## src/rtl/glyph_pkg.sv

```systemverilog
// Shared constants for the glyph address generator and its command host.
// Assumes both ends run on one system clock.
package glyph_pkg;
  // Register offsets of the glyph table base
  localparam logic [7:0] REG_GLYPH_BASE_LOW = 8'h19;
  localparam logic [7:0] REG_GLYPH_BASE_HIGH = 8'h1A;
  // Command codes
  localparam logic [7:0] GLYPH_BASE_SET_CMD = 8'h5C;
  localparam logic [7:0] CURSOR_STEP_RIGHT_CMD = 8'h4C;
  localparam logic [7:0] CURSOR_STEP_LEFT_CMD = 8'h4D;
  localparam logic [7:0] CURSOR_STEP_UP_CMD = 8'h4E;
  localparam logic [7:0] CURSOR_STEP_DOWN_CMD = 8'h4F;
  localparam logic [7:0] CURSOR_POSITION_WRITE_CMD = 8'h46;
  localparam logic [7:0] DISPLAY_MEMORY_WRITE_CMD = 8'h42;
  // Step direction codes (low two bits of the direction command)
  localparam logic [1:0] DIR_RIGHT = 2'h0;
  localparam logic [1:0] DIR_LEFT = 2'h1;
  localparam logic [1:0] DIR_UP = 2'h2;
  localparam logic [1:0] DIR_DOWN = 2'h3;
  // User glyph code ranges
  localparam logic [7:0] REGION_ONE_FIRST = 8'h80;
  localparam logic [7:0] REGION_ONE_LAST = 8'h9F;
  localparam logic [7:0] REGION_TWO_FIRST = 8'hE0;
  localparam logic [7:0] REGION_TWO_LAST = 8'hFF;
  // Tallest glyph that still uses the short layout
  localparam logic [4:0] SHORT_GLYPH_MAX_LINES = 5'h08;
  // Reset values and the unit cursor step
  localparam logic [15:0] GLYPH_BASE_RESET = 16'h0000;
  localparam logic [15:0] CURSOR_RESET = 16'h0000;
  localparam logic [7:0] CMD_RESET = 8'h00;
  localparam logic [15:0] STEP_ONE = 16'h0001;
  typedef enum logic [2:0] {
    H_IDLE = 3'h0,
    H_DIR = 3'h1,
    H_ADR = 3'h3,
    H_LO = 3'h2,
    H_HI = 3'h6,
    H_MW = 3'h7,
    H_ROW = 3'h5
  } host_state_t;
endpackage

```

## src/rtl/glyph_link_if.sv

```systemverilog
// Byte link from the command host to the glyph address generator.
// Both ends sit on sys_clk; one byte per cycle, no back-pressure.
`timescale 1ns/100ps
`default_nettype none
interface glyph_link_if (
  input wire logic sys_clk
);
  logic wr_valid;
  logic wr_is_cmd;
  logic [7:0] wr_data;
  modport host (
    output wr_valid,
    output wr_is_cmd,
    output wr_data
  );
  modport device (
    input wr_valid,
    input wr_is_cmd,
    input wr_data
  );
endinterface
`default_nettype wire

```

## src/rtl/glyph_ram_address_gen.sv

```systemverilog
// Glyph address generator: command decoder for base, cursor and memory
// writes, plus the per-row glyph fetch address path.
// Assumes the host end keeps the byte order of each command sequence.
//
// Behaviour
// - Fetch address is base plus code plus row
// - Short layout: code at 10..3, row 2..0
// - Tall layout: code at 11..4, row 3..0
// - Row index is plain binary row number
// - Eight lines or fewer use short layout
// - Codes 80-9F, E0-FF come from glyph RAM
// - Without font ROM all codes use RAM, base zero
// - Host uses glyph RAM only in 1 bpp
// - Base set: 5Ch, low byte, high byte
// - Load: step right, cursor, write, rows ascending
// - Font ROM used only when source bit zero
`timescale 1ns/100ps
`default_nettype none
module glyph_ram_address_gen
  import glyph_pkg::*;
#(
  parameter logic [15:0] ROW_PITCH = 16'h0040
) (
  input wire logic sys_clk,
  input wire logic rst,
  glyph_link_if.device lnk,
  input wire logic font_rom_off,
  input wire logic [4:0] char_lines,
  input wire logic fetch_req,
  input wire logic [7:0] fetch_code,
  input wire logic [3:0] fetch_row,
  output logic fetch_valid_r,
  output logic fetch_from_ram_r,
  output logic [15:0] fetch_addr_r,
  output logic rom_fetch_r,
  output logic [11:0] rom_index_r,
  output logic mem_wr_en_r,
  output logic [15:0] mem_wr_addr_r,
  output logic [7:0] mem_wr_data_r,
  output logic [15:0] glyph_table_base_r,
  output logic [15:0] cursor_addr_r
);
  logic [7:0] cmd_r;
  logic [7:0] cmd_nxt;
  logic pidx_r;
  logic pidx_nxt;
  logic [1:0] dir_r;
  logic [1:0] dir_nxt;
  logic [15:0] base_nxt;
  logic [15:0] cursor_nxt;
  logic mem_wr_en_nxt;
  logic [15:0] mem_wr_addr_nxt;
  logic [7:0] mem_wr_data_nxt;
  logic [15:0] step;

  // Cursor step for each display memory write
  always_comb begin
    unique case (dir_r)
      DIR_RIGHT: step = STEP_ONE;
      DIR_LEFT: step = 16'(~STEP_ONE + STEP_ONE);
      // Up and down move by one row pitch
      DIR_UP: step = 16'(~ROW_PITCH + STEP_ONE);
      DIR_DOWN: step = ROW_PITCH;
    endcase
  end

  // Link byte decode; the command register holds the last code seen
  logic cmd_byte;
  logic par_byte;
  logic dir_cmd;
  logic base_cmd_active;
  logic cursor_cmd_active;
  logic write_cmd_active;

  always_comb begin
    cmd_byte = lnk.wr_valid && lnk.wr_is_cmd;
    par_byte = lnk.wr_valid && !lnk.wr_is_cmd;
    // All four step codes share the upper six bits
    dir_cmd = lnk.wr_data[7:2] == CURSOR_STEP_RIGHT_CMD[7:2];
    base_cmd_active = cmd_r == GLYPH_BASE_SET_CMD;
    cursor_cmd_active = cmd_r == CURSOR_POSITION_WRITE_CMD;
    write_cmd_active = cmd_r == DISPLAY_MEMORY_WRITE_CMD;
  end

  // Command decoder
  always_comb begin
    cmd_nxt = cmd_r;
    pidx_nxt = pidx_r;
    dir_nxt = dir_r;
    base_nxt = glyph_table_base_r;
    cursor_nxt = cursor_addr_r;
    mem_wr_en_nxt = 1'b0;
    mem_wr_addr_nxt = mem_wr_addr_r;
    mem_wr_data_nxt = mem_wr_data_r;
    if (cmd_byte) begin
      cmd_nxt = lnk.wr_data;
      pidx_nxt = 1'b0;
      if (dir_cmd) begin
        dir_nxt = lnk.wr_data[1:0];
      end
    end else if (par_byte) begin
      // Base and cursor bytes beyond two rewrite the high byte
      pidx_nxt = 1'b1;
      if (base_cmd_active) begin
        if (!pidx_r) begin
          base_nxt[7:0] = lnk.wr_data;
        end else begin
          base_nxt[15:8] = lnk.wr_data;
        end
      end else if (cursor_cmd_active) begin
        if (!pidx_r) begin
          cursor_nxt[7:0] = lnk.wr_data;
        end else begin
          cursor_nxt[15:8] = lnk.wr_data;
        end
      end else if (write_cmd_active) begin
        // Every byte lands at the cursor, which then advances
        mem_wr_en_nxt = 1'b1;
        mem_wr_addr_nxt = cursor_addr_r;
        mem_wr_data_nxt = lnk.wr_data;
        cursor_nxt = 16'(cursor_addr_r + step);
      end
    end
  end

  always_ff @(posedge sys_clk) begin
    if (rst) begin
      cmd_r <= CMD_RESET;
      pidx_r <= 1'b0;
      dir_r <= DIR_RIGHT;
      glyph_table_base_r <= GLYPH_BASE_RESET;
      cursor_addr_r <= CURSOR_RESET;
      mem_wr_en_r <= 1'b0;
      mem_wr_addr_r <= CURSOR_RESET;
      mem_wr_data_r <= CMD_RESET;
    end else begin
      cmd_r <= cmd_nxt;
      pidx_r <= pidx_nxt;
      dir_r <= dir_nxt;
      glyph_table_base_r <= base_nxt;
      cursor_addr_r <= cursor_nxt;
      mem_wr_en_r <= mem_wr_en_nxt;
      mem_wr_addr_r <= mem_wr_addr_nxt;
      mem_wr_data_r <= mem_wr_data_nxt;
    end
  end

  // Fetch path
  logic tall_layout;
  logic in_user_region;
  logic from_ram;
  logic [15:0] glyph_offset;
  logic fetch_valid_nxt;
  logic fetch_from_ram_nxt;
  logic [15:0] fetch_addr_nxt;
  logic rom_fetch_nxt;
  logic [11:0] rom_index_nxt;

  // One range comparator per user glyph region
  localparam logic [1:0][7:0] REGION_FIRST = {REGION_TWO_FIRST,
    REGION_ONE_FIRST};
  localparam logic [1:0][7:0] REGION_LAST = {REGION_TWO_LAST,
    REGION_ONE_LAST};
  wire logic [1:0] region_hit;

  for (genvar g = 0; g < 2; g++) begin : gen_region
    assign region_hit[g] = fetch_code >= REGION_FIRST[g] &&
      fetch_code <= REGION_LAST[g];
  end

  always_comb begin
    tall_layout = char_lines > SHORT_GLYPH_MAX_LINES;
    in_user_region = |region_hit;
    // Base is added either way; host keeps it zero without the ROM
    from_ram = font_rom_off || in_user_region;
    // Row bits above the layout height are dropped
    if (tall_layout) begin
      glyph_offset = {4'h0, fetch_code, fetch_row};
    end else begin
      glyph_offset = {5'h00, fetch_code, fetch_row[2:0]};
    end
    fetch_valid_nxt = fetch_req;
    fetch_from_ram_nxt = fetch_req && from_ram;
    fetch_addr_nxt = 16'(glyph_table_base_r + glyph_offset);
    // ROM path never touches display memory
    rom_fetch_nxt = fetch_req && !from_ram;
    // ROM index keeps all four row bits whatever the layout
    rom_index_nxt = {fetch_code, fetch_row};
  end

  always_ff @(posedge sys_clk) begin
    if (rst) begin
      fetch_valid_r <= 1'b0;
      fetch_from_ram_r <= 1'b0;
      fetch_addr_r <= GLYPH_BASE_RESET;
      rom_fetch_r <= 1'b0;
      rom_index_r <= 12'h000;
    end else begin
      fetch_valid_r <= fetch_valid_nxt;
      fetch_from_ram_r <= fetch_from_ram_nxt;
      fetch_addr_r <= fetch_addr_nxt;
      rom_fetch_r <= rom_fetch_nxt;
      rom_index_r <= rom_index_nxt;
    end
  end
endmodule
`default_nettype wire

```

## src/flat_wrapper.sv

```systemverilog
// flat-port wrapper written by rule: the top's interface ports become plain ports
module glyph_ram_address_gen_flat import glyph_pkg::*;
#(
  parameter logic [15:0] ROW_PITCH = 16'h0040
)
  (sys_clk, rst, font_rom_off, char_lines, fetch_req, fetch_code, fetch_row, fetch_valid_r, fetch_from_ram_r, fetch_addr_r, rom_fetch_r, rom_index_r, mem_wr_en_r, mem_wr_addr_r, mem_wr_data_r, glyph_table_base_r, cursor_addr_r, lnk_wr_valid, lnk_wr_is_cmd, lnk_wr_data);
  glyph_link_if lnk_i (.sys_clk(sys_clk));
  input wire logic sys_clk;
  input wire logic rst;
  input wire logic font_rom_off;
  input wire logic [4:0] char_lines;
  input wire logic fetch_req;
  input wire logic [7:0] fetch_code;
  input wire logic [3:0] fetch_row;
  output logic fetch_valid_r;
  output logic fetch_from_ram_r;
  output logic [15:0] fetch_addr_r;
  output logic rom_fetch_r;
  output logic [11:0] rom_index_r;
  output logic mem_wr_en_r;
  output logic [15:0] mem_wr_addr_r;
  output logic [7:0] mem_wr_data_r;
  output logic [15:0] glyph_table_base_r;
  output logic [15:0] cursor_addr_r;
  input wire logic [$bits(lnk_i.wr_valid)-1:0] lnk_wr_valid;
  input wire logic [$bits(lnk_i.wr_is_cmd)-1:0] lnk_wr_is_cmd;
  input wire logic [$bits(lnk_i.wr_data)-1:0] lnk_wr_data;
  assign lnk_i.wr_valid = lnk_wr_valid;
  assign lnk_i.wr_is_cmd = lnk_wr_is_cmd;
  assign lnk_i.wr_data = lnk_wr_data;
  glyph_ram_address_gen #(.ROW_PITCH(ROW_PITCH)) u_core (.sys_clk(sys_clk), .rst(rst), .lnk(lnk_i), .font_rom_off(font_rom_off), .char_lines(char_lines), .fetch_req(fetch_req), .fetch_code(fetch_code), .fetch_row(fetch_row), .fetch_valid_r(fetch_valid_r), .fetch_from_ram_r(fetch_from_ram_r), .fetch_addr_r(fetch_addr_r), .rom_fetch_r(rom_fetch_r), .rom_index_r(rom_index_r), .mem_wr_en_r(mem_wr_en_r), .mem_wr_addr_r(mem_wr_addr_r), .mem_wr_data_r(mem_wr_data_r), .glyph_table_base_r(glyph_table_base_r), .cursor_addr_r(cursor_addr_r));
endmodule
```

## config.mk

```make
export PLATFORM = sky130hd
export DESIGN_NAME = glyph_ram_address_gen_flat
export DESIGN_NICKNAME = d
export VERILOG_FILES = /design/src/rtl/glyph_pkg.sv /design/src/rtl/glyph_link_if.sv /design/src/rtl/glyph_ram_address_gen.sv /design/src/flat_wrapper.sv
export SDC_FILE = /design/constraint.sdc
export NUM_CORES = 1
export LEC_CHECK = 0
export ABC_AREA = 1
export BUFFER_PORTS_ARGS = -buffer_cell sky130_fd_sc_hd__buf_2
export CORE_ASPECT_RATIO = 1.5
export CORE_MARGIN = 2
export CORE_UTILIZATION = 45
export DETAILED_ROUTE_END_ITERATION = 10
export GPL_ROUTABILITY_DRIVEN = 1
export PLACE_DENSITY = 0.73
export SLEW_MARGIN = 10
export SYNTH_ARGS = -nofsm -noshare
export SYNTH_HDL_FRONTEND = slang
export SYNTH_SLANG_ARGS = --single-unit
```

## constraint.sdc

```tcl
create_clock -name sys_clk -period 3 [get_ports sys_clk]
set_input_delay 0.9 -clock sys_clk [delete_from_list [all_inputs] [get_ports sys_clk]]
set_output_delay 0.9 -clock sys_clk [all_outputs]
set_load 0.1 [all_outputs]
```

## Word level (Yosys, flattened, before mapping)

Index checks and enable logic that the tools add are counted.

| word-level totals | value |
|---|---|
| bits in registers | 99 |
| bits of input ports | 31 |
| output and inout port bits | 88 |

| cells by class | value |
|---|---|
| $add $sub $neg | 2 |
| order comparisons | 5 |
| eq/ne operators | 9 |
| muxes and demuxes | 7 |
| bitwise operators | 5 |
| reduce and logical (&&, ||, !) cells | 20 |

Operators with widths:

| operator | number |
|---|---|
| $pmux 16 s4 | 1 |
| $mux 16 | 2 |
| $eq 8x7->1 const B | 3 |
| $add 16x12->16 | 1 |
| $add 16x16->16 | 1 |
| $ge 8x8->1 const B | 2 |
| $le 8x8->1 const B | 2 |
| $mux 8 | 2 |
| $reduce_and 5->1 | 3 |
| $mux 12 | 1 |
| $reduce_and 4->1 | 2 |
| $eq 6x5->1 const B | 1 |
| $logic_and 1x1->1 | 6 |
| $gt 5x4->1 const B | 1 |
| $not 1->1 | 5 |
| $reduce_or 5->1 | 1 |
| $eq 2x2->1 const B | 2 |
| $reduce_or 2->1 | 2 |
| $eq 2x1->1 const B | 1 |
| $logic_not 1->1 | 2 |
| $logic_not 2->1 | 1 |
| $ne 2x1->1 const B | 1 |
| $ne 2x2->1 const B | 1 |
| $reduce_and 2->1 | 1 |
| 3 further kinds | 3 |

## Depth between registers and ports, before layout

Gate-level depths: netlist of run 1.

| logic depth | value |
|---|---|
| depth in word-level cells | 6 |
| mapped depth | 15 |
| depth with buffers taken out | 15 |

## Least setup slack after synthesis of run 1

Ideal clock, no wire load.

| timing path | value |
|---|---|
| path type | input-to-reg |
| start | input port char_lines[0] |
| end | register u_core.fetch_addr_r[8] |
| arrival | 2771 ps |
| path slack | 113 ps |
| stages | 14 |
| buffers on the path | 1 |
| path through | nor2_1 nand2_1 a21oi_1 clkbuf_1 o21ai_0 ha_1 nand3_1 nand2_1 nand2_1 nand2_1 inv_1 o21ai_0 and2_1 nor2_1 |

| between the ends | value |
|---|---|
| longest elaborated chain between the ends | 3 |

Ends and longest elaborated chain:

| item | line | RTL |
|---|---|---|
| start, declared | flat_wrapper.sv:11 | `input wire logic [4:0] char_lines;` |
| $gt 5x4->1 | glyph_ram_address_gen.sv:172 | `tall_layout = char_lines > SHORT_GLYPH_MAX_LINES;` |
| $mux 12 | glyph_ram_address_gen.sv:177 | `if (tall_layout) begin` |
| $add 16x12->16 | glyph_ram_address_gen.sv:184 | `fetch_addr_nxt = 16'(glyph_table_base_r + glyph_offset);` |
| end signal, assigned | glyph_ram_address_gen.sv:201 | `fetch_addr_r <= fetch_addr_nxt;` |
| end, declared | glyph_ram_address_gen.sv:34 | `output logic [15:0] fetch_addr_r,` |

Every way passes these cells.
A chain may end at the register's enable or synchronous reset.

## Worst setup path in the final report of run 1

Ends and elaborated chain as after synthesis.

==> results of run 1 <==
==> path summary, 6_finish.rpt <==
check / start / depth (start not counted) / to
setup reg to reg: u_core.dir_r[1] / 12 / u_core.cursor_addr_r[7]
hold reg to reg: u_core.mem_wr_addr_r[15] / 2 / u_core.mem_wr_addr_r[15]
setup / recovery: char_lines[0] / 15 / u_core.fetch_addr_r[8]
hold / removal: u_core.mem_wr_addr_r[15] / 2 / u_core.mem_wr_addr_r[15]
==> flip-flops by register name, summed over array words and instances (netlist names) <==
name	count
u_core.glyph_table_base_r	16
u_core.pidx_r	1
u_core.fetch_from_ram_r	1
u_core.fetch_valid_r	1
u_core.mem_wr_en_r	1
u_core.cursor_addr_r	16
u_core.mem_wr_addr_r	16
u_core.cmd_r	8
u_core.rom_fetch_r	1
u_core.dir_r	2
u_core.fetch_addr_r	16
u_core.rom_index_r	12
u_core.mem_wr_data_r	8
==> cells by family after synthesis <==
logic type,Yosys count,synth area share [%]
and+or+nand+nor,312,25.01
AOI/OAI and AO/OA,185,18.35
buffers and inverters,123,9.773
DFF,99,38.61
adders and majority gates,32,8.092
xor gates and xnor gates,1,0.1706
==> critical path: stages <==
cell     delay, ps
buf_2          100
nor2_1          90
nand2_1         60
a21oi_1        120
buf_4          210
o21ai_0        100
ha_1           340
nand3_1         90
nand2_1        150
nand2_1         80
nand2_1        130
inv_1           70
o21ai_0        180
and2_1         150
nor2_1          40
==> metrics by stage <==
| stage | instance area, sq um | hold WS (ps) | setup slack, ps |
|---|---|---|---|
| 2_1_floorplan | 5134 | 444.3 | 112.7 |
| 3_3_place_gp | 5838 | 456.1 | 180.4 |
| 3_5_place_dp | 5838 | 466.3 | 127.8 |
| 4_1_cts | 6100 | 475.9 | 482.8 |
| 5_1_grt | 6100 | 500.7 | 214.0 |
| 6_report | 6100 | 477.3 | 433.2 |
==> where the power goes <==
part | switching [mW] | leakage (nW) | internal, mW
clock network | 0.486 | 0.132 | 0.577
logic | 0.280 | 2.30 | 0.0715
registers | 0.0110 | 0.806 | 1.34
==> area by class of cell <==
cell class / instances / area [sq um]
clock buffers: 12 / 246.5
clock inverters: 3 / 15.01
fillers: 1138 / 4956
inverters: 101 / 379.1
multi-input cells: 530 / 2650
flip-flops and latches: 99 / 1982
well taps: 147 / 183.9
repair buffers: 125 / 643.1
==> cell usage after synthesis, types with 3 or more instances <==
| cell type | count |
|---|---|
| a21oi_1 | 90 |
| and2_1 | 3 |
| buf_2 | 5 |
| buf_6 | 4 |
| clkbuf_1 | 12 |
| dfxtp_1 | 99 |
| ha_1 | 30 |
| inv_1 | 99 |
| nand2_1 | 153 |
| nand3_1 | 40 |
| nand3b_1 | 3 |
| nor2_1 | 95 |
| nor2_2 | 6 |
| nor3_1 | 4 |
| o21ai_0 | 88 |
| or2_2 | 3 |
==> per-layer routing <==
layer  part of all wire (%)  global-route usage, %  vias to the layer above
li1                       -                      -                     2671
met2                     52                  44.24                      151
met5                      0                      0                        -
met4                    3.2                  10.35                        0
met3                    5.0                  3.683                       31
met1                     40                  25.15                     2280
==> impl_metrics.csv, run 1 <==
group,metric,value,unit
detailed_routing,post-route-drc-count,0,
clock_network,cts_root_buf,"clkbuf_16",
worst_setup_path,critical_path.endpoint_type,"flop",
place,gp_congestion,0.8891,
clock_network,tritoncts,"built",
final_layout,drive_gt1_share,17.36,%
sta,fin_crit_sh,85.56,%
sta,setup_viol,0,
clock_network,clock_latency,340,ps
die,io_pins,119,
power,irDropWorstVdd,0.2582,mV
final_layout,mostFrequentLayoutCells,"nand2_1, buf_2, inv_1, dfxtp_1, nor2_1",
detailed_routing,final_antenna_net_count,0,
sta,worstMarginPinSlew,519.0,ps
yosys,ys_seq_area_share,38.61,%
die,initial_core_util,46.44,%
yosys,yosysTopAreaCell,"dfxtp_1",
detailed_routing,finalWirelength,13950,um
die,core_area,11060,sq um
yosys,syn_nets,815,
yosys,synth_top_area_share,38.61,%
yosys,synth_cells,752,
sta,hold_violations,0,
final_layout,instances_no_fill,1017,
clock_network,cts_resized,0,
yosys,async_flop_share,0,%
sta,max_freq,389.6,MHz
yosys,ys.flop_type,"dfxtp_1",
final_layout,fin_util,55.17,%
sta,max-slew-margin-rel,65.09,%
global_route,grt_pass1_wl,22970,um
global_route,grt_max_degree,62,
power,finalPower,2.769,mW
place,port_buffers,118,
worst_setup_path,crit_type,"in2reg",
global_route,grt_overflow_total,0,
final_layout,nets,929,
sta,slew_viol_final,0,
detailed_routing,via_count,5133,
yosys,syn_area_per_cell,6.827,sq um
clock_network,cts_inserted_buffers,9,
clock_network,clk_pin_slew_worst_paths,60,ps
die,num_rows,47,
die,die_h,134.8,um
sta,rsz0062_at_grt,"false",
clock_network,htreeDepth,3,
power,p_leak,3.234,nW
worst_hold_path,hold_path_class,"reg2reg",
detailed_routing,viasPerCell,5.047,
final_layout,antennaDiodeCount,0,
worst_setup_path,worstPathRequired,3240,ps
worst_setup_path,critPathMaxFanout,17,
final_layout,mostFrequentLayoutCell,"nand2_1",
sta,tns,0,ps
yosys,synthDistinctLibCells,29,
power,powerDensity,453.9,nW/um^2
sta,finClkSkew,6.099,ps
yosys,synth-edff-count,0,
clock_network,ctsHoldBuffers,0,
yosys,synth_area_leaders,"dfxtp_1, nand2_1, a21oi_1, o21ai_0, ha_1",
yosys,synth_warnings,0,
yosys,netlist_area,5134,sq um
sta,period_needed,2567,ps
place,place_inst,1002,
die,die_area,12300,sq um
detailed_routing,routedWlPerCell,13.71,um
outcome,status,"finished clean",
worst_setup_path,cp.arrival,2810,ps
worst_setup_path,start_kind,"input pin",
detailed_routing,drt_iter0_drc,202,
die,dieWidth,91.21,um
global_route,grtUsageTotal,23.30,%
place,hpwl,10810,um
flow_run,drv_cap,0,
detailed_routing,dr.pass1.iters,4,
yosys,yosys_register_bits,99,
clock_network,post_cts.repair.setup_buffers,0,
clock_network,cts_sinks,99,
global_route,antenna_found_initial,0,
final_layout,syn2layout_area_growth,18.82,%
global_route,grt_pass1_vias,4888,
worst_setup_path,ff2ff_setup_slack,760,ps
clock_network,cts.path.max_buffers,2,
No activity file was read; power rests on OpenSTA's default activity.
==> run 2, diff against run 1 <==
Settings changed: BUFFER_PORTS_ARGS -buffer_cell sky130_fd_sc_hd__buf_2 to -buffer_cell sky130_fd_sc_hd__buf_4, PLACE_DENSITY 0.73 to 0.71.
Clock period 3 ns to 2.4 ns, I/O delays scaled along.
==> impl_metrics.csv, run 2 (synthesized netlist as in run 1, its figures left out) <==
group,metric,value,unit
die,initial_core_util,46.44,%
power,powerDensity,539.7,nW/um^2
final_layout,nets,948,
worst_setup_path,ff2ff_setup_slack,260,ps
detailed_routing,final_antenna_net_count,0,
global_route,grt_pass1_vias,5090,
detailed_routing,via_count,5284,
clock_network,htreeDepth,3,
final_layout,mostFrequentLayoutCell,"nand2_1",
die,num_rows,47,
global_route,grt_pass1_wl,24220,um
clock_network,cts.path.max_buffers,2,
global_route,antenna_found_initial,0,
clock_network,clk_pin_slew_worst_paths,70,ps
global_route,gr-usage-met1,26.57,%
sta,worstMarginPinSlew,542.2,ps
sta,finClkSkew,8.008,ps
worst_setup_path,cp.arrival,2600,ps
sta,slew_viol_final,0,
clock_network,cts_root_buf,"clkbuf_16",
worst_setup_path,start_kind,"input pin",
clock_network,cts_inserted_buffers,9,
sta,setup_viol,0,
worst_setup_path,crit_end,"u_core.fetch_addr_r[11]",
die,die_area,12300,sq um
place,port_buffers,118,
global_route,gr-usage-met3,4.018,%
worst_setup_path,crit_type,"in2reg",
clock_network,ctsHoldBuffers,0,
sta,max_freq,432.3,MHz
clock_network,clock_latency,340,ps
sta,hold_violations,0,
worst_setup_path,reg2reg_depth,10,
worst_setup_path,critical_path.endpoint_type,"flop",
final_layout,mostFrequentLayoutCells,"nand2_1, buf_4, dfxtp_1",
final_layout,instances_no_fill,1037,
clock_network,tritoncts,"built",
place,hpwl,11470,um
worst_setup_path,worstPathRequired,2680,ps
final_layout,antennaDiodeCount,0,
detailed_routing,post-route-drc-count,0,
sta,max-slew-margin-rel,63.81,%
power,irDropWorstVdd,0.3284,mV
global_route,grtUsageTotal,24.65,%
final_layout,fillers,1072,
detailed_routing,dr.pass1.iters,4,
power,p_leak,3.382,nW
worst_setup_path,r2r-start,"u_core.dir_r[1]",
detailed_routing,finalWirelength,15140,um
worst_setup_path,rr_endpoint,"u_core.cursor_addr_r[14]",
place,gp_congestion,0.9267,
die,die_h,134.8,um
detailed_routing,routedWlPerCell,14.60,um
final_layout,syn2layout_area_growth,29.98,%
global_route,busiest_layer,"met2",
detailed_routing,drt_iter0_drc,200,
worst_hold_path,hold_path_class,"reg2reg",
die,dieWidth,91.21,um
clock_network,cts_sinks,99,
worst_setup_path,critPathMaxFanout,17,
die,io_pins,119,
place,placed_area,6312,sq um
sta,fin_crit_sh,96.38,%
outcome,status,"finished clean",
sta,period_needed,2313,ps
flow_run,drv_cap,0,
place,place_inst,1016,
global_route,grtUsageMet2,46.71,%
global_route,grt_max_degree,44,
final_layout,final_area,6673,sq um
detailed_routing,viasPerCell,5.095,
die,core_area,11060,sq um
final_layout,drive_gt1_share,22.02,%
worst_setup_path,startpoint,"char_lines[0]",
global_route,grt_overflow_total,0,
-- run 2: cell type report --
class / instances / area (sq um) / share of cell area [%]
Timing Repair Buffer: 144 / 1106 / 16.58
Clock buffer: 9 / 225.2 / 3.375
Inverter: 101 / 379.1 / 5.682
Sequential cell: 99 / 1983 / 29.72
Clock inverter: 7 / 56.30 / 0.8438
Tap cell: 147 / 183.9 / 2.756
Multi-Input combinational cell: 530 / 2739 / 41.05
-- run 2: how the worst min path moves through the flow --
stage,start,to,slack [ps],depth (start not counted)
after floorplan,u_core.cmd_r[0],u_core.cmd_r[0],440,2
after global placement,u_core.cmd_r[0],u_core.cmd_r[0],460,2
after detailed placement,u_core.cmd_r[5],u_core.cmd_r[5],470,2
after CTS,u_core.cmd_r[5],u_core.cmd_r[5],480,2
after global routing,u_core.mem_wr_addr_r[13],u_core.mem_wr_addr_r[13],510,2
final,u_core.cmd_r[5],u_core.cmd_r[5],470,2
-- run 2: timing repair --
action | 4_1_cts | 5_1_grt
setup endpoints to repair | 0 | 9
setup buffers | 0 | 5
gates resized for setup | 0 | 12
-- run 2: per-layer routing --
metal  vias up  wire length [um]  part of all wire, %
li1       2700                 -                    -
met1      2404              5936                   39
met2       147              8055                   53
met3        33               634                  4.2
met4         0               512                  3.4
met5         -                 0                    0
-- run 2: worst max-delay path: stages --
cell and delay, ps:
buf_4 120, nor2_4 100, nand2_2 70, a21oi_4 160, buf_12 150, o21ai_0 80, ha_1 370, nand2_2 100
nor2_1 140, nand2_1 80, nand3_2 130, nand2_1 60, nand2_1 120, o21ai_1 70, a21oi_1 110
-- run 2: metrics by stage --
stage	utilization (%)	power, mW	hold WS, ps	setup TNS (ps)	setup WS, ps
global route	60.36	3.742	511.6	-65.41	-34.82
detailed placement	57.10	2.231	465.1	-2421	-272.2
CTS	59.64	3.624	476.6	0	92.22
global placement	57.10	2.225	460.9	-1612	-200.1
floorplan	-	2.074	444.3	-41.26	-25.99
finish	60.36	3.601	473.5	0	86.97
-- run 2: where the power goes --
| part | leakage [nW] | internal (mW) | total (mW) | switching [mW] |
|---|---|---|---|---|
| registers | 0.807 | 1.68 | 1.69 | 0.0150 |
| clock network | 0.142 | 0.721 | 1.40 | 0.675 |
| logic | 2.43 | 0.145 | 0.512 | 0.367 |
